$ cat src/dbpc_params.svh
// register offsets, field positions and reset values for the converter control block
`ifndef DBPC_PARAMS_SVH
`define DBPC_PARAMS_SVH

// ---------------------------------------------------------------
// register offsets
// ---------------------------------------------------------------
`define DBPC_OFS_DATA_LO    4'h0
`define DBPC_OFS_DATA_HI    4'h1
`define DBPC_OFS_STATUS     4'h2
`define DBPC_OFS_CTRL0      4'h3
`define DBPC_OFS_CTRL1      4'h4
`define DBPC_OFS_PTRCTL     4'h5
`define DBPC_OFS_INDEX      4'h6

// ---------------------------------------------------------------
// field positions
// ---------------------------------------------------------------
`define DBPC_C0_ENABLE      7
`define DBPC_C0_REFSEL      6
`define DBPC_C0_TRGSEL      5
`define DBPC_C0_SWTRG       4
`define DBPC_C0_TOPIE       1
`define DBPC_C0_BOTIE       0
`define DBPC_C1_DMA_REQUEST_ENABLE       7
`define DBPC_C1_MODE        2
`define DBPC_C1_BUFEN       0
`define DBPC_SR_TOP         1
`define DBPC_SR_BOT         0
`define DBPC_PC_PTR_LSB     4

// ---------------------------------------------------------------
// reset values
// ---------------------------------------------------------------
`define DBPC_RST_BYTE       8'h00
`define DBPC_RST_UPPER      1'h1
`define DBPC_RST_STATUS     2'h2

`endif

$ cat src/dbpc_pkg.sv
// types shared by the converter control block
package dbpc_pkg;

  typedef enum logic [1:0] {
    DBPC_RUN,
    DBPC_WAIT,
    DBPC_STOP,
    DBPC_LP_STOP
  } dbpc_power_e;

endpackage

$ cat src/dbpc_core.sv
// digital control of a 12-bit converter with a two-word read-pointer buffer
//
// Contract
// - one control bit picks which of two references feeds the converter
// - enabled converter takes a 12-bit code; one step per code count
// - buffer off: always convert data word zero, pointer ignored
// - buffer on: convert the word at the read pointer
// - any selected trigger with buffer on, outside low-power stop and without a pointer write in the same cycle, advances the pointer per mode
// - changing the buffer mode leaves the pointer unchanged
// - software may write the pointer from zero to the upper limit
// - bottom flag sets when pointer equals the upper limit
// - top flag sets when pointer equals zero
// - normal mode: increment per trigger, wrap from limit to zero
// - one-time scan: increment per trigger, stop at the limit
// - one-time scan with pointer written to limit: triggers do not move it
// - with DMA on, requests replace interrupts; done clears the request
// - with DMA on flags still set and clear when the transfer completes
// - reset restores defaults and holds the converter disabled
// - wait mode: converter runs as in run mode
// - normal stop: converter holds the code present before stop
// - low-power stop: converter fully shut down
// - software trigger bit reads zero; writing one advances once
// - trigger select: zero hardware, one software
// - separate enables gate top and bottom flag interrupts
// - mode bit: zero normal, one one-time scan
`timescale 1ns/1ps
`include "dbpc_params.svh"

module dbpc_core #(
  parameter int DEPTH  = 2,
  parameter int PTR_W  = 1,
  parameter int CODE_W = 12
) (
  // clock and reset
  input  wire logic                 ref_clk_in,
  input  wire logic                 rstn_in,
  // register port
  input  wire logic [3:0]           addr_in,
  input  wire logic [7:0]           wdata_in,
  input  wire logic                 wr_in,
  input  wire logic                 rd_in,
  output logic      [7:0]           rdata_out,
  // trigger, dma and power state
  input  wire logic                 hw_trigger_in,
  input  wire logic                 dma_done_in,
  input  wire logic [1:0]           power_mode_in,
  // converter side
  output logic      [CODE_W-1:0]    code_out,
  output logic                      conv_enable_out,
  output logic                      reference_select_out,
  output logic                      irq_out,
  output logic                      dma_req_out
);

  if (DEPTH != (1 << PTR_W) || CODE_W != 12) begin : g_param_check
    $error("dbpc_core: unsupported parameters");
  end

  // ---------------------------------------------------------------
  // synchronisers
  // ---------------------------------------------------------------
  logic [2:0] trg_sync;
  logic [1:0] done_sync;
  logic [1:0] pm_s1;
  logic [1:0] pm_s2;

  always_ff @(posedge ref_clk_in or negedge rstn_in) begin
    if (!rstn_in) begin
      trg_sync  <= 3'h0;
      done_sync <= 2'h0;
      pm_s1     <= 2'h0;
      pm_s2     <= 2'h0;
    end else begin
      trg_sync  <= {trg_sync[1:0], hw_trigger_in};
      done_sync <= {done_sync[0], dma_done_in};
      pm_s1     <= power_mode_in;
      pm_s2     <= pm_s1;
    end
  end

  logic hw_edge;
  logic dma_done;
  dbpc_pkg::dbpc_power_e pmode;
  assign hw_edge  = trg_sync[1] & ~trg_sync[2];
  assign dma_done = done_sync[1];
  assign pmode    = dbpc_pkg::dbpc_power_e'(pm_s2);

  // ---------------------------------------------------------------
  // registers
  // ---------------------------------------------------------------
  logic [CODE_W-1:0] data_word [DEPTH];
  logic [PTR_W-1:0]  buffer_read_pointer;
  logic [PTR_W-1:0]  buffer_upper_limit;
  logic [PTR_W-1:0]  data_index;
  logic              conv_en;
  logic              reference_select;
  logic              trigger_source_select;
  logic              top_flag_irq_enable;
  logic              bottom_flag_irq_enable;
  logic              dma_request_enable;
  logic              buffer_mode_select;
  logic              buffer_enable_bit;
  logic              pointer_top_flag;
  logic              pointer_bottom_flag;

  function automatic logic is_wr(input logic [3:0] ofs);
    return wr_in && (addr_in == ofs);
  endfunction

  logic sw_trig;
  logic sw_sel;
  logic trig;
  logic ptr_wr;
  assign sw_trig = is_wr(`DBPC_OFS_CTRL0) && wdata_in[`DBPC_C0_SWTRG];
  assign ptr_wr  = is_wr(`DBPC_OFS_PTRCTL);
  // a source select written beside the trigger bit already applies to it
  assign sw_sel  = is_wr(`DBPC_OFS_CTRL0) ? wdata_in[`DBPC_C0_TRGSEL] : trigger_source_select;
  assign trig    = buffer_enable_bit && (sw_sel ? sw_trig : hw_edge) && pmode != dbpc_pkg::DBPC_LP_STOP;

  always_ff @(posedge ref_clk_in or negedge rstn_in) begin
    if (!rstn_in) begin
      conv_en                <= 1'b0;
      reference_select       <= 1'b0;
      trigger_source_select  <= 1'b0;
      top_flag_irq_enable    <= 1'b0;
      bottom_flag_irq_enable <= 1'b0;
    end else if (is_wr(`DBPC_OFS_CTRL0)) begin
      conv_en                <= wdata_in[`DBPC_C0_ENABLE];
      reference_select       <= wdata_in[`DBPC_C0_REFSEL];
      trigger_source_select  <= wdata_in[`DBPC_C0_TRGSEL];
      top_flag_irq_enable    <= wdata_in[`DBPC_C0_TOPIE];
      bottom_flag_irq_enable <= wdata_in[`DBPC_C0_BOTIE];
    end
  end

  always_ff @(posedge ref_clk_in or negedge rstn_in) begin
    if (!rstn_in) begin
      dma_request_enable <= 1'b0;
      buffer_mode_select <= 1'b0;
      buffer_enable_bit  <= 1'b0;
    end else if (is_wr(`DBPC_OFS_CTRL1)) begin
      dma_request_enable <= wdata_in[`DBPC_C1_DMA_REQUEST_ENABLE];
      buffer_mode_select <= wdata_in[`DBPC_C1_MODE];
      buffer_enable_bit  <= wdata_in[`DBPC_C1_BUFEN];
    end
  end

  always_ff @(posedge ref_clk_in or negedge rstn_in) begin
    if (!rstn_in) begin
      data_index <= '0;
      for (int i = 0; i < DEPTH; i++) begin
        data_word[i] <= '0;
      end
    end else begin
      if (is_wr(`DBPC_OFS_INDEX)) begin
        data_index <= wdata_in[PTR_W-1:0];
      end
      if (is_wr(`DBPC_OFS_DATA_LO)) begin
        data_word[data_index][7:0] <= wdata_in;
      end
      if (is_wr(`DBPC_OFS_DATA_HI)) begin
        data_word[data_index][CODE_W-1:8] <= wdata_in[CODE_W-9:0];
      end
    end
  end

  // ---------------------------------------------------------------
  // read pointer
  // ---------------------------------------------------------------
  logic [PTR_W-1:0] next_ptr;
  logic [PTR_W-1:0] wr_ptr;
  logic [PTR_W-1:0] wr_lim;
  assign wr_ptr = wdata_in[`DBPC_PC_PTR_LSB +: PTR_W];
  // limit and pointer arrive together; clamp to the new limit so the pointer never exceeds it
  assign wr_lim = wdata_in[PTR_W-1:0];

  always_comb begin
    next_ptr = buffer_read_pointer;
    if (ptr_wr) begin
      next_ptr = (wr_ptr > wr_lim) ? wr_lim : wr_ptr;
    end else if (trig) begin
      if (buffer_read_pointer == buffer_upper_limit) begin
        next_ptr = buffer_mode_select ? buffer_read_pointer : '0;
      end else begin
        next_ptr = buffer_read_pointer + 1'b1;
      end
    end
  end

  // mode writes never touch the pointer
  always_ff @(posedge ref_clk_in or negedge rstn_in) begin
    if (!rstn_in) begin
      buffer_read_pointer <= '0;
      buffer_upper_limit  <= PTR_W'(`DBPC_RST_UPPER);
    end else begin
      buffer_read_pointer <= next_ptr;
      if (ptr_wr) begin
        buffer_upper_limit <= wr_lim;
      end
    end
  end

  // ---------------------------------------------------------------
  // flags: set wins over clear
  // ---------------------------------------------------------------
  logic set_top;
  logic set_bot;
  logic sr_wr;
  assign set_top = trig && next_ptr == '0;
  assign set_bot = trig && next_ptr == buffer_upper_limit;
  assign sr_wr   = is_wr(`DBPC_OFS_STATUS);

  always_ff @(posedge ref_clk_in or negedge rstn_in) begin
    if (!rstn_in) begin
      pointer_top_flag    <= 1'(`DBPC_RST_STATUS >> `DBPC_SR_TOP);
      pointer_bottom_flag <= 1'(`DBPC_RST_STATUS >> `DBPC_SR_BOT);
    end else begin
      if (set_top) begin
        pointer_top_flag <= 1'b1;
      end else if ((dma_request_enable && dma_done) || (sr_wr && !wdata_in[`DBPC_SR_TOP])) begin
        pointer_top_flag <= 1'b0;
      end
      if (set_bot) begin
        pointer_bottom_flag <= 1'b1;
      end else if ((dma_request_enable && dma_done) || (sr_wr && !wdata_in[`DBPC_SR_BOT])) begin
        pointer_bottom_flag <= 1'b0;
      end
    end
  end

  logic req;
  assign req = (pointer_top_flag && top_flag_irq_enable) || (pointer_bottom_flag && bottom_flag_irq_enable);

  always_ff @(posedge ref_clk_in or negedge rstn_in) begin
    if (!rstn_in) begin
      irq_out     <= 1'b0;
      dma_req_out <= 1'b0;
    end else begin
      irq_out     <= req && !dma_request_enable;
      dma_req_out <= req && dma_request_enable && !dma_done;
    end
  end

  // ---------------------------------------------------------------
  // converter output
  // ---------------------------------------------------------------
  always_ff @(posedge ref_clk_in or negedge rstn_in) begin
    if (!rstn_in) begin
      code_out             <= '0;
      conv_enable_out      <= 1'b0;
      reference_select_out <= 1'b0;
    end else begin
      reference_select_out <= reference_select;
      case (pmode)
        dbpc_pkg::DBPC_LP_STOP: begin
          conv_enable_out <= 1'b0;
        end
        dbpc_pkg::DBPC_STOP: begin
          conv_enable_out <= conv_en;
        end
        default: begin
          conv_enable_out <= conv_en;
          if (conv_en) begin
            code_out <= buffer_enable_bit ? data_word[buffer_read_pointer] : data_word[0];
          end
        end
      endcase
    end
  end

  // ---------------------------------------------------------------
  // read port
  // ---------------------------------------------------------------
  always_ff @(posedge ref_clk_in or negedge rstn_in) begin
    if (!rstn_in) begin
      rdata_out <= `DBPC_RST_BYTE;
    end else if (rd_in) begin
      if (addr_in == `DBPC_OFS_DATA_LO) begin
        rdata_out <= data_word[data_index][7:0];
      end else if (addr_in == `DBPC_OFS_DATA_HI) begin
        rdata_out <= 8'({data_word[data_index][CODE_W-1:8]});
      end else if (addr_in == `DBPC_OFS_STATUS) begin
        rdata_out <= {6'h00, pointer_top_flag, pointer_bottom_flag};
      end else if (addr_in == `DBPC_OFS_CTRL0) begin
        rdata_out <= {conv_en, reference_select, trigger_source_select, 3'h0,
                      top_flag_irq_enable, bottom_flag_irq_enable};
      end else if (addr_in == `DBPC_OFS_CTRL1) begin
        rdata_out <= {dma_request_enable, 4'h0, buffer_mode_select, 1'b0, buffer_enable_bit};
      end else if (addr_in == `DBPC_OFS_PTRCTL) begin
        rdata_out <= 8'({buffer_read_pointer, 3'h0, buffer_upper_limit});
      end else if (addr_in == `DBPC_OFS_INDEX) begin
        rdata_out <= 8'(data_index);
      end else begin
        rdata_out <= `DBPC_RST_BYTE;
      end
    end else begin
      rdata_out <= `DBPC_RST_BYTE;
    end
  end

  // ---------------------------------------------------------------
  // assertions
  // ---------------------------------------------------------------
  a_normal_wrap: assert property (@(posedge ref_clk_in) disable iff (!rstn_in)
    trig && !ptr_wr && !buffer_mode_select && buffer_read_pointer == buffer_upper_limit
    |=> buffer_read_pointer == '0)
    else $error("pointer did not wrap");
  a_scan_hold: assert property (@(posedge ref_clk_in) disable iff (!rstn_in)
    trig && !ptr_wr && buffer_mode_select && buffer_read_pointer == buffer_upper_limit
    |=> $stable(buffer_read_pointer))
    else $error("pointer moved past limit");
  a_step_one: assert property (@(posedge ref_clk_in) disable iff (!rstn_in)
    trig && !ptr_wr && buffer_read_pointer != buffer_upper_limit
    |=> buffer_read_pointer == $past(buffer_read_pointer) + 1'b1)
    else $error("pointer did not step");
  a_mode_keeps: assert property (@(posedge ref_clk_in) disable iff (!rstn_in)
    !trig && !ptr_wr |=> $stable(buffer_read_pointer))
    else $error("pointer changed without cause");
  a_bottom_set: assert property (@(posedge ref_clk_in) disable iff (!rstn_in)
    set_bot |=> pointer_bottom_flag)
    else $error("bottom flag missed");
  a_top_set: assert property (@(posedge ref_clk_in) disable iff (!rstn_in)
    set_top |=> pointer_top_flag)
    else $error("top flag missed");
  a_dma_no_irq: assert property (@(posedge ref_clk_in) disable iff (!rstn_in)
    dma_request_enable |=> !irq_out)
    else $error("interrupt during dma");
  a_lp_off: assert property (@(posedge ref_clk_in) disable iff (!rstn_in)
    pmode == dbpc_pkg::DBPC_LP_STOP |=> !conv_enable_out)
    else $error("converter on in low-power stop");
  a_stop_hold: assert property (@(posedge ref_clk_in) disable iff (!rstn_in)
    pmode == dbpc_pkg::DBPC_STOP |=> $stable(code_out))
    else $error("code changed in stop");
  a_flag_sticky: assert property (@(posedge ref_clk_in) disable iff (!rstn_in)
    pointer_bottom_flag && !dma_request_enable && !sr_wr |=> pointer_bottom_flag)
    else $error("bottom flag lost");
  a_ref_follows: assert property (@(posedge ref_clk_in) disable iff (!rstn_in)
    1'b1 |=> reference_select_out == $past(reference_select))
    else $error("reference select not passed on");
  a_code_word_zero: assert property (@(posedge ref_clk_in) disable iff (!rstn_in)
    conv_en && !buffer_enable_bit && (pmode == dbpc_pkg::DBPC_RUN || pmode == dbpc_pkg::DBPC_WAIT)
    |=> code_out == $past(data_word[0]))
    else $error("code not from word zero");
  a_code_at_ptr: assert property (@(posedge ref_clk_in) disable iff (!rstn_in)
    conv_en && buffer_enable_bit && (pmode == dbpc_pkg::DBPC_RUN || pmode == dbpc_pkg::DBPC_WAIT)
    |=> code_out == $past(data_word[buffer_read_pointer]))
    else $error("code not from pointer word");
  a_ptr_in_range: assert property (@(posedge ref_clk_in) disable iff (!rstn_in)
    1'b1 |-> buffer_read_pointer <= buffer_upper_limit)
    else $error("pointer above limit");
  a_done_drops_req: assert property (@(posedge ref_clk_in) disable iff (!rstn_in)
    dma_done |=> !dma_req_out)
    else $error("dma request kept after done");
  a_dma_clears_flag: assert property (@(posedge ref_clk_in) disable iff (!rstn_in)
    dma_request_enable && dma_done && !set_bot |=> !pointer_bottom_flag)
    else $error("flag kept after dma done");
  a_sw_trig_zero: assert property (@(posedge ref_clk_in) disable iff (!rstn_in)
    rd_in && addr_in == `DBPC_OFS_CTRL0 |=> !rdata_out[`DBPC_C0_SWTRG])
    else $error("software trigger bit read as one");
  a_irq_masked: assert property (@(posedge ref_clk_in) disable iff (!rstn_in)
    !top_flag_irq_enable && !bottom_flag_irq_enable |=> !irq_out)
    else $error("interrupt while both enables off");

endmodule

$ cat config.mk
export PLATFORM = sky130hd
export DESIGN_NAME = dbpc_core
export DESIGN_NICKNAME = d
export VERILOG_FILES = /design/src/dbpc_pkg.sv /design/src/dbpc_core.sv
export VERILOG_INCLUDE_DIRS = /design/src
export SDC_FILE = /design/constraint.sdc
export NUM_CORES = 1
export LEC_CHECK = 0
export BUFFER_PORTS_ARGS = -buffer_cell sky130_fd_sc_hd__buf_2
export CAP_MARGIN = 25
export CORE_ASPECT_RATIO = 0.9
export CORE_UTILIZATION = 40
export DETAILED_ROUTE_END_ITERATION = 10
export GPL_TIMING_DRIVEN = 0
export SYNTH_ARGS = -nofsm -noshare
export SYNTH_HDL_FRONTEND = slang
export SYNTH_SLANG_ARGS = --single-unit
$ cat constraint.sdc
create_clock -name ref_clk_in -period 3.75 [get_ports ref_clk_in]
set_input_delay 0.5625 -clock ref_clk_in [delete_from_list [all_inputs] [get_ports ref_clk_in]]
set_output_delay 0.5625 -clock ref_clk_in [all_outputs]
set_load 0.02 [all_outputs]
==> results.md, run 1 <==
* Clk pwr share at 0.266
* DR pass1 iterations at 4
* Tmin final at ~1.9 ns
* Syn_nets at approximately 270
* Worst slack at placement at 1.54 ns
* FMAX at between 500 and 600 MHz
* Routed vias/inst at between 5 and 6
* Power Density at 585 nW/um^2
* Fraction of registers with async set or reset after synthesis at 1.00
* Initial core utilization at 0.422
* Post-CTS setup buffer count at 0
* Share of the synthesized area in the top cell type at 0.558
* CP Data Arrival Time at 2.12 ns
* Combinational power share at 0.242
* Initial antenna violation count at 0
* Layout cells sized above 1 at 0.338
* Sink Count at 70
* DR WL/cell at between 15 and 20 um
* Diodes inserted at 0
* DR vias at ~2100
* List of most frequent post-synthesis cells: 68 x dfrtp_1, 32 x mux2_2, 32 x nand2_1, 22 x mux2i_1, 19 x o21ai_0
* Synth area leaders: dfrtp_1 56%, mux2_2 12%, mux2i_1 7.2%
* Finished Cell Area at roughly 3600 um^2
* Final worst slack at between 1.5 and 2 ns
* Count leader, synth: dfrtp_1
* Worst-Skew Late Latency at about 0.33 ns
* Num rows at 29
* Worst Max-Slew Pin Slew at a little under 0.9 ns
* Area grow syn2layout at 17.1%
* Post-synthesis register bit count at 70
* Largest net degree at the start of global routing at a little over 70
* Critical Path Sink Type: register
* CP startpoint kind: primary input
* Die area at 7980 um^2
* Clock transition at path regs at around 0.070 ns
* Worst slew margin at 0.418
* Gr usage total at 0.183
* DP Area at between 3000 and 4000 um^2
* Cells after Synth at 249
* Crit Path Max Fanout at 10
* Status: completed
* H-Tree Depth at 3
* Cts hold-fix bufs at 0
* Synth unique cells at 40
* Ys flop type: dfrtp_1
* NumNets Final at approximately 320
* Psw at 0.000661 W
* Mapped cell area at around 3000 um^2
* RSZ-0062 raised after global routing: false
* Initial DRC count at a little under 90
* Final Cycle Share at 0.508
* Register area share after synthesis at 0.575
* Total of max-cap violations at 0
* Clock Tree Buf Depth at 2
* IO Pins at 44
* Post-Route Setup TNS at 0 ns
* Final setup violating endpoints at 0
* Overflow left after global routing at 0
* Detail Route Antenna Nets at 0
* Die extent in x at ~94 um
* Critical path class: in -> reg
* Switching Share at 0.316
* Total CTS buffers at 9
* CTS resizes at 0
* First-pass GRT wire length at about 11000 um
* Core box area at 7220 um^2
* Critical Path RT at a little under 4 ns
* Lkg Pwr at about 1.7 nW
* Pint at ~0.0014 W
* Post-synth EDFFs at 0
* DR DRC count at 0
* Clk_skew at 0.00493 ns
* Syn Area/Cell at 12.2 um^2
* Root Driver: clkbuf_8
* Share of power burned in registers at 0.492
* Die Ht at between 80 and 90 um
* Max VDD drop at 0.315 mV
* Overall routed net length at about 6600 um
* Fin. max-slew vios at 0
* Vias in the first global route at around 2100
* Number of port buffers at 43
* HPWL after DPL at approximately 4800 um
* Area leader, netlist: dfrtp_1
* Final Hold Viols at 0
* CTS tree: done
* Yosys warns at 0
* Filler cells at 651
* Placer Congestion at 0.792
* Hold WC Path Type: in -> async
==> cell families after synthesis <==
group	Yosys count	share of synthesized area
buf+inv	13	0.0193
flops	70	0.575
xor+xnor	1	0.00287
simple gates	67	0.115
mux	54	0.190
compound gates	44	0.0968
==> cell type report <==
class	instances	area, um^2	area share
Timing Repair Buffer	43	218	0.0610
Buffer	8	40.0	0.0112
Inverter	5	18.8	0.00526
Multi-Input combinational cell	166	1240	0.346
Sequential cell	70	1750	0.491
Tap cell	93	116	0.0326
Clock inverter	3	17.5	0.00491
Clock buffer	13	169	0.0473
==> critical path: stages <==
cell and delay [ns]:
buf_2 0.15, buf_2 0.19, nor2_1 0.31, nand2_1 0.20, nor2_4 0.33, mux2_2 0.38
==> cells in the final DEF, fill, tap and decap left out, drive strengths merged, types with 2 or more instances in the layout <==
master,Yosys,layout
nor2b,3,3
a21oi,8,8
nor2,11,11
nand3b,2,2
clkinv,0,2
o22a,2,2
nand3,4,4
o211ai,4,4
mux2,32,32
nand2,32,32
nor3b,2,2
and3,2,2
o21ai,19,19
buf,6,49
dfrtp,68,68
dfstp,2,2
nand2b,5,5
a2111oi,2,2
inv,5,5
o22ai,2,2
clkbuf,2,15
mux2i,22,22
==> worst paths after layout <==
check / slack [ns] / to / cells after the start / from
max: 1.85 / data_word[1]$_DFFE_PN0P_ / 6 / addr_in[1]
min: 0.33 / dma_req_out$_DFF_PN0_ / 1 / rstn_in
max reg2reg: 2.09 / buffer_read_pointer$_DFF_PN0_ / 4 / trg_sync[2]$_DFF_PN0_
min reg2reg: 0.35 / trg_sync[1]$_DFF_PN0_ / 0 / trg_sync[0]$_DFF_PN0_
max in group asynchronous: 2.83 / data_word[12]$_DFFE_PN0P_ / 1 / rstn_in
min in group ref_clk_in: 0.33 / pm_s1[0]$_DFF_PN0_ / 1 / power_mode_in[0]
==> layer usage <==
layer,GRT usage,wire length [um],vias to the layer above
met3,0.0556,312,7
li1,-,-,992
met2,0.269,2970,56
met1,0.262,3220,1007
met4,0.0503,74,0
met5,0,0,-
==> per-stage QoR <==
stage,hold slack [ns],util,power [W],std cells
6_report,0.330,0.494,0.00209,401
5_1_grt,0.301,0.494,0.00221,401
3_3_place_gp,0.334,0.468,0.00154,385
3_5_place_dp,0.337,0.469,0.00155,385
4_1_cts,0.310,0.494,0.00211,401
2_1_floorplan,0.267,-,0.00136,249
==> state kept, by name (all words and copies together), names as in the netlist, 2 cells and up <==
| name | count |
|---|---|
| data_word | 24 |
| code_out | 12 |
| rdata_out | 8 |
| trg_sync | 3 |
| done_sync | 2 |
| pm_s1 | 2 |
| pm_s2 | 2 |
==> power by group through the flow <==
stage               registers [W]  clock network, W  logic (W)
global placement          0.00103                 0   0.000502
floorplan                 0.00110                 0   0.000259
global route              0.00105          0.000605   0.000559
finish                    0.00103          0.000555   0.000506
detailed placement        0.00104                 0   0.000511
CTS                       0.00103          0.000574   0.000512
Power figures use the tool's default switching activity.
==> inputs of run 2 (changes only) <==
==> constraint.sdc (replaced) <==
create_clock -name ref_clk_in -period 1.59 [get_ports ref_clk_in]
set_input_delay 0.2385 -clock ref_clk_in [delete_from_list [all_inputs] [get_ports ref_clk_in]]
set_output_delay 0.2385 -clock ref_clk_in [all_outputs]
set_load 0.02 [all_outputs]
==> run 2 against run 1 <==
Net effect:
- the run now ends with negative hold slack left
- wire length is 0.71% higher
- critical path type unchanged
- sequential cell count stayed put
- cell count is 1.2% higher
==> results.md, run 2 (synthesis results as in run 1) <==
* Die area at 7980 um^2 (unchanged)
* CP Data Arrival Time at 1.78 ns (-0.34 ns)
* Die Ht at 84.8 um (unchanged)
* CTS tree: done
* Final worst slack at 0.0370 ns (-1.81 ns)
* Root Driver: clkbuf_8
* DR WL/cell at 16.3 um (-0.53%)
* Final setup violating endpoints at 0 (unchanged)
* Detail Route Antenna Nets at 0 (unchanged)
* Status: finished with violations
* Worst-Skew Late Latency at 0.34 ns (about the same)
* Hold WC Path Type: in -> async
* H-Tree Depth at 3 (unchanged)
* Initial DRC count at 94 (+5.6%)
* Failing checks: negative hold slack
* DR pass1 iterations at 4 (unchanged)
* Vias in the first global route at 2099 (+0.62%)
* DR vias at 2081 (+0.92%)
* Crit Path Max Fanout at 10 (unchanged)
* Final Hold Viols at 2 (+2)
* Largest net degree at the start of global routing at 71 (unchanged)
* WHS at -0.00304 ns (-0.333 ns)
* FMAX at approximately 640 MHz
* Critical path class: in -> reg
* Worst slack at placement at -0.294 ns (-1.84 ns)
* Number of port buffers at 43 (unchanged)
* Total power draw at 0.00495 W (+140%)
* Critical Path RT at 1.82 ns (-2.15 ns)
* Worst slew margin at 0.417 (-0.00103)
* Diodes inserted at 0 (unchanged)
* Max VDD drop at 0.741 mV (+140%)
* Area grow syn2layout at 19.0%
* Fin. max-slew vios at 0 (unchanged)
* Die extent in x at 94.0 um (unchanged)
* Most common cell after layout, fill and taps aside: dfrtp_1
* Dpl cells at 385 (unchanged)
* Overflow left after global routing at 0 (unchanged)
* HPWL after DPL at 4770 um (unchanged)
* DR DRC count at 0 (unchanged)
* RSZ-0062 raised after global routing: false
* Clk_skew at 0.00448 ns (-0.000459 ns)
* Total of max-cap violations at 0 (unchanged)
* Routed vias/inst at 5.13 (-0.32%)
* CP startpoint kind: primary input
* Initial antenna violation count at 0 (unchanged)
* First-pass GRT wire length at 10900 um (+0.51%)
* Total CTS buffers at 9 (unchanged)
* Sink Count at 70 (unchanged)
* Num rows at 29 (unchanged)
* Clock transition at path regs at 0.07 ns (about the same)
* Power Density at 1360 nW/um^2 (+130%)
* Gr usage total at 0.184 (+0.000769)
* Largest register by flop count: data_word
* NumNets Final at 328 (+1.5%)
* Final Cycle Share at 0.977
* Worst Max-Slew Pin Slew at 0.874 ns (+0.00154 ns)
* Finished Layout Cells at 406 (+1.2%)
* Critical Path Sink Type: register
* Placer Congestion at 0.792 (unchanged)
* Regs by FF count: data_word x24, code_out x12, rdata_out x8
* Most frequent cells in the layout: 68 x dfrtp_1, 46 x buf_2, 32 x nand2_1, 32 x mux2_2, 22 x mux2i_1
* Lkg Pwr at 1.75 nW (+1.4%)
* Core box area at 7220 um^2 (unchanged)
* Tmin final at ~1.6 ns
* IO Pins at 44 (unchanged)
* Overall routed net length at 6630 um (+0.71%)
* Clock Tree Buf Depth at 2 (unchanged)
* Max reg flops at 24 (unchanged)
* Layout cells sized above 1 at 0.342 (+0.00419)
* Initial core utilization at 0.422 (unchanged)
[run 2: cell types whose count changed in the layout (fill, tap and decap cells not counted)]
cell | before | now
buf_2 | 47 | 46
a211oi_2 | 0 | 1
o31ai_1 | 1 | 0
clkbuf_4 | 0 | 1
o31ai_2 | 0 | 1
buf_4 | 2 | 3
dlygate4sd3_1 | 0 | 4
a211oi_1 | 1 | 0
[run 2: path summary, 6_finish.rpt]
kind	startpoint	end	slack (ns)	depth (start not counted)
setup / recovery	addr_in[1]	data_word[1]$_DFFE_PN0P_	0.04	6
hold / removal	rstn_in	dma_req_out$_DFF_PN0_	-0.003	1
setup reg to reg	trg_sync[2]$_DFF_PN0_	buffer_read_pointer$_DFF_PN0_	0.08	4
hold reg to reg	trg_sync[0]$_DFF_PN0_	trg_sync[1]$_DFF_PN0_	0.35	0
max in group asynchronous	rstn_in	data_word[10]$_DFFE_PN0P_	1.00	1
min in group ref_clk_in	wdata_in[3]	data_word[15]$_DFFE_PN0P_	0.17	2
[run 2: critical path: stages]
cell and delay (ns):
buf_2 0.15, buf_2 0.19, nor2_1 0.31, nand2_1 0.20
nor2_4 0.31, mux2_2 0.38
[run 2: repair_timing]
item,CTS,global route
resized for setup,1,2
pin swaps,4,3
hold buffers,4,0
setup endpoints to repair,2,13
endpoints found under the hold margin,4,0
setup buffers,1,0
[run 2: layout make-up]
cell class,count,area [um^2]
inverter,5,18.8
clock buffer,13,169
timing repair buffer,48,265
tap,93,116
sequential,70,1750
fill,648,3590
clock inverter,3,17.5
multi-input combinational,166,1250
buffer,8,42.5
[run 2: through the flow]
step / hold WS [ns] / utilization / TNS [ns] / area (um^2)
3_3_place_gp: 0.334 / 0.468 / -9.29 / 3380
5_1_grt: 0.0939 / 0.503 / 0 / 3630
3_5_place_dp: 0.337 / 0.469 / -4.35 / 3380
2_1_floorplan: -0.0571 / - / 0 / 3050
6_report: -0.00304 / 0.503 / 0 / 3630
4_1_cts: 0.0514 / 0.502 / 0 / 3620
[run 2: per-layer routing]
layer | track usage | wire length (um) | vias up
met4 | 0.0503 | 74 | 0
met1 | 0.263 | 3300 | 1024
met5 | 0 | 0 | -
li1 | - | - | 1004
met3 | 0.0556 | 283 | 8
met2 | 0.271 | 2970 | 45
[run 2: where the power goes]
part | internal [W] | total [W] | leakage, nW | switching (W)
Clock | 0.000689 | 0.00132 | 0.0954 | 0.000628
Combinational | 0.000519 | 0.00121 | 0.771 | 0.000691
Sequential | 0.00217 | 0.00242 | 0.888 | 0.000251
Total | 0.00338 | 0.00495 | 1.75 | 0.00157
==> inputs of run 3 (changes only) <==
--- a/config.mk
+++ b/config.mk
@@ -9,9 +9,11 @@
 export BUFFER_PORTS_ARGS = -buffer_cell sky130_fd_sc_hd__buf_2
 export CAP_MARGIN = 25
 export CORE_ASPECT_RATIO = 0.9
-export CORE_UTILIZATION = 40
+export CORE_UTILIZATION = 51
 export DETAILED_ROUTE_END_ITERATION = 10
 export GPL_TIMING_DRIVEN = 0
+export PLACE_DENSITY = 0.75
 export SYNTH_ARGS = -nofsm -noshare
 export SYNTH_HDL_FRONTEND = slang
 export SYNTH_SLANG_ARGS = --single-unit
+export TNS_END_PERCENT = 20
==> run 3 against run 2 <==
Net effect:
- the run still ends with negative hold slack left
- total power down 1.1%
- maximum frequency down 2.2%
- critical path depth down 2
- clock skew up 0.00059 ns
- critical path type is now reg -> reg
- critical endpoint is now buffer_read_pointer$_DFF_PN0_
- largest cell class unchanged
- largest power group unchanged
==> results.md, run 3 (synthesis results as in run 1) <==
* Status: finished with violations
* Failing checks: negative hold slack
* CP startpoint kind: register
* Routed vias/inst at 5.55 (+8.3%)
* Fin. max-slew vios at 0 (unchanged)
* Detail Route Antenna Nets at 0 (unchanged)
* Max VDD drop at 0.750 mV (+1.1%)
* Regs by FF count: data_word x24, code_out x12, rdata_out x8
* Area of the multi-input gates at 1250 um^2 (+0.20%)
* Final setup violating endpoints at 0 (unchanged)
* R2R Path Start: trg_sync[2]$_DFF_PN0_
* CTS tree: done
* Post-Route Setup TNS at 0 ns (unchanged)
* Die extent in x at 83.5 um (-11%)
* Num rows at 26 (-10%)
* Most common cell after layout, fill and taps aside: dfrtp_1
* Clock Tree Buf Depth at 2 (unchanged)
* Die Ht at 75.4 um (-11%)
* Final Cycle Share at 0.998 (+0.0215)
* NumNets Final at 331 (+0.91%)
* Worst-Skew Late Latency at 0.35 ns (about the same)
* Worst R2R Setup Slack at 0.003 ns (-0.08 ns)
* Worst-path cell chain: or3b_1 -> a211oi_2 -> o211ai_2 -> a311o_1
* RR Endpoint: buffer_read_pointer$_DFF_PN0_
* IO Pins at 44 (unchanged)
* Most frequent cells in the layout: 68 x dfrtp_1, 45 x buf_2, 32 x nand2_1, 32 x mux2_2, 22 x mux2i_1
* Lkg Pwr at 1.77 nW (+0.63%)
* CP Data Arrival Time at 1.82 ns (+0.04 ns)
* FMAX at 630 MHz (-2.2%)
* Crit Path Max Fanout at 4 (-6)
* CP peak stage delay at 0.38 ns (about the same)
* HPWL after DPL at 4470 um (-6.4%)
* Final Hold Viols at 10 (+8)
* First-pass GRT wire length at 10500 um (-3.6%)
* Critical path startpoint: trg_sync[2]$_DFF_PN0_
* Max reg flops at 24 (unchanged)
* Tmin final at 1.59 ns (+0.0342 ns)
* Register area at 1750 um^2 (unchanged)
* Initial antenna violation count at 0 (unchanged)
* RSZ-0062 raised after global routing: true
* WHS at -0.00578 ns (-0.00274 ns)
* Initial DRC count at 89 (-5.3%)
* Core box area at 5730 um^2 (-21%)
* Critical path class: reg -> reg
* Largest net degree at the start of global routing at 71 (unchanged)
* Gr usage total at 0.226 (+0.0423)
* Total of max-cap violations at 0 (unchanged)
* Filler cells at 474 (-27%)
* Largest register by flop count: data_word
* DR vias at 2138 (+2.7%)
* Worst Max-Slew Pin Slew at 0.854 ns (-0.0203 ns)
* Sink Count at 70 (unchanged)
* Critical Path RT at 1.82 ns (about the same)
* Critical Path Sink Type: register
* Vias in the first global route at 2086 (-0.62%)
* Initial core utilization at 0.533 (+0.110)
* Area grow syn2layout at 18.6%
* Overall routed net length at 6350 um (-4.2%)
* Overflow left after global routing at 0 (unchanged)
* Hold WC Path Type: in -> async
* Clk_skew at 0.00507 ns (+0.000594 ns)
* H-Tree Depth at 3 (unchanged)
* DR DRC count at 0 (unchanged)
* Number of port buffers at 43 (unchanged)
* DR pass1 iterations at 4 (unchanged)
* Clock transition at path regs at 0.07 ns (about the same)
* Crit-path slowest cell: dfrtp_1
* Diodes inserted at 0 (unchanged)
* Worst slew margin at 0.431 (+0.0135)
* Total CTS buffers at 9 (unchanged)
* Layout cells sized above 1 at 0.352 (+0.0105)
* Power Density at 1350 nW/um^2 (-0.75%)
* Placer Congestion at 0.883 (+11%)
* R2R cell count at 4 (unchanged)
* DR WL/cell at 16.5 um (+1.0%)
* Die area at 6290 um^2 (-21%)
* Root Driver: clkbuf_8
run 3: changes by cell type in the layout (fill, tap and decap cells not counted):
cell	change
clkbuf_1	-1
clkinv_2	+1
buf_4	+3
clkbuf_4	+1
buf_2	-1
nor2_2	+1
nor2_1	-1
clkbuf_8	-1
run 3: layout make-up:
cell class,instances,share of cell area
sequential,70,0.485
multi-input combinational,166,0.345
timing repair buffer,51,0.0796
clock buffer,11,0.0419
tap,70,0.0242
buffer,8,0.0125
clock inverter,4,0.00623
inverter,5,0.00519
run 3: how the worst max path moves through the flow:
| stage | end | slack [ns] | cells after the start |
|---|---|---|---|
| detailed placement | data_word[3]$_DFFE_PN0P_ | -0.22 | 6 |
| floorplan | buffer_read_pointer$_DFF_PN0_ | 0.03 | 4 |
| CTS | buffer_read_pointer$_DFF_PN0_ | 0.0008 | 4 |
| finish | buffer_read_pointer$_DFF_PN0_ | 0.003 | 4 |
| global placement | data_word[3]$_DFFE_PN0P_ | -0.21 | 6 |
| global route | buffer_read_pointer$_DFF_PN0_ | -0.07 | 4 |
run 3: per-stage QoR:
stage | total power [W] | utilization | cell area, um^2 | setup slack, ns | cells
finish | 0.00489 | 0.632 | 3620 | 0.00278 | 385
global route | 0.00520 | 0.632 | 3620 | -0.0749 | 385
CTS | 0.00492 | 0.625 | 3580 | 0.000802 | 382
detailed placement | 0.00364 | 0.586 | 3350 | -0.223 | 362
global placement | 0.00360 | 0.585 | 3350 | -0.215 | 362
floorplan | 0.00321 | - | 3050 | 0.0298 | 249
run 3: power breakdown:
group	switching (W)	total [W]	internal [W]
Clock	0.000633	0.00127	0.000633
Sequential	0.000248	0.00242	0.00217
Combinational	0.000684	0.00121	0.000525
Total	0.00156	0.00489	0.00333
run 3: metal layers:
layer,GRT usage,routed length [um]
met3,0.0683,352
met5,0,0
met2,0.359,2970
met4,0.0829,133
met1,0.302,2900
run 3: worst max-delay path: cells and delay by family (launching register included):
| kind | cells | cell delay [ns] |
|---|---|---|
| simple gates | 1 | 0.37 |
| compound gates | 3 | 0.73 |
| flops | 1 | 0.38 |
run 3: what timing repair did:
| item | 4_1_cts | 5_1_grt |
|---|---|---|
| hold endpoints to repair | 4 | 0 |
| resized for setup | 1 | 4 |
| pin swaps | 3 | 5 |
| endpoints found under the setup margin | 1 | 6 |
| setup buffers | 1 | 3 |
| hold buffers | 4 | 0 |
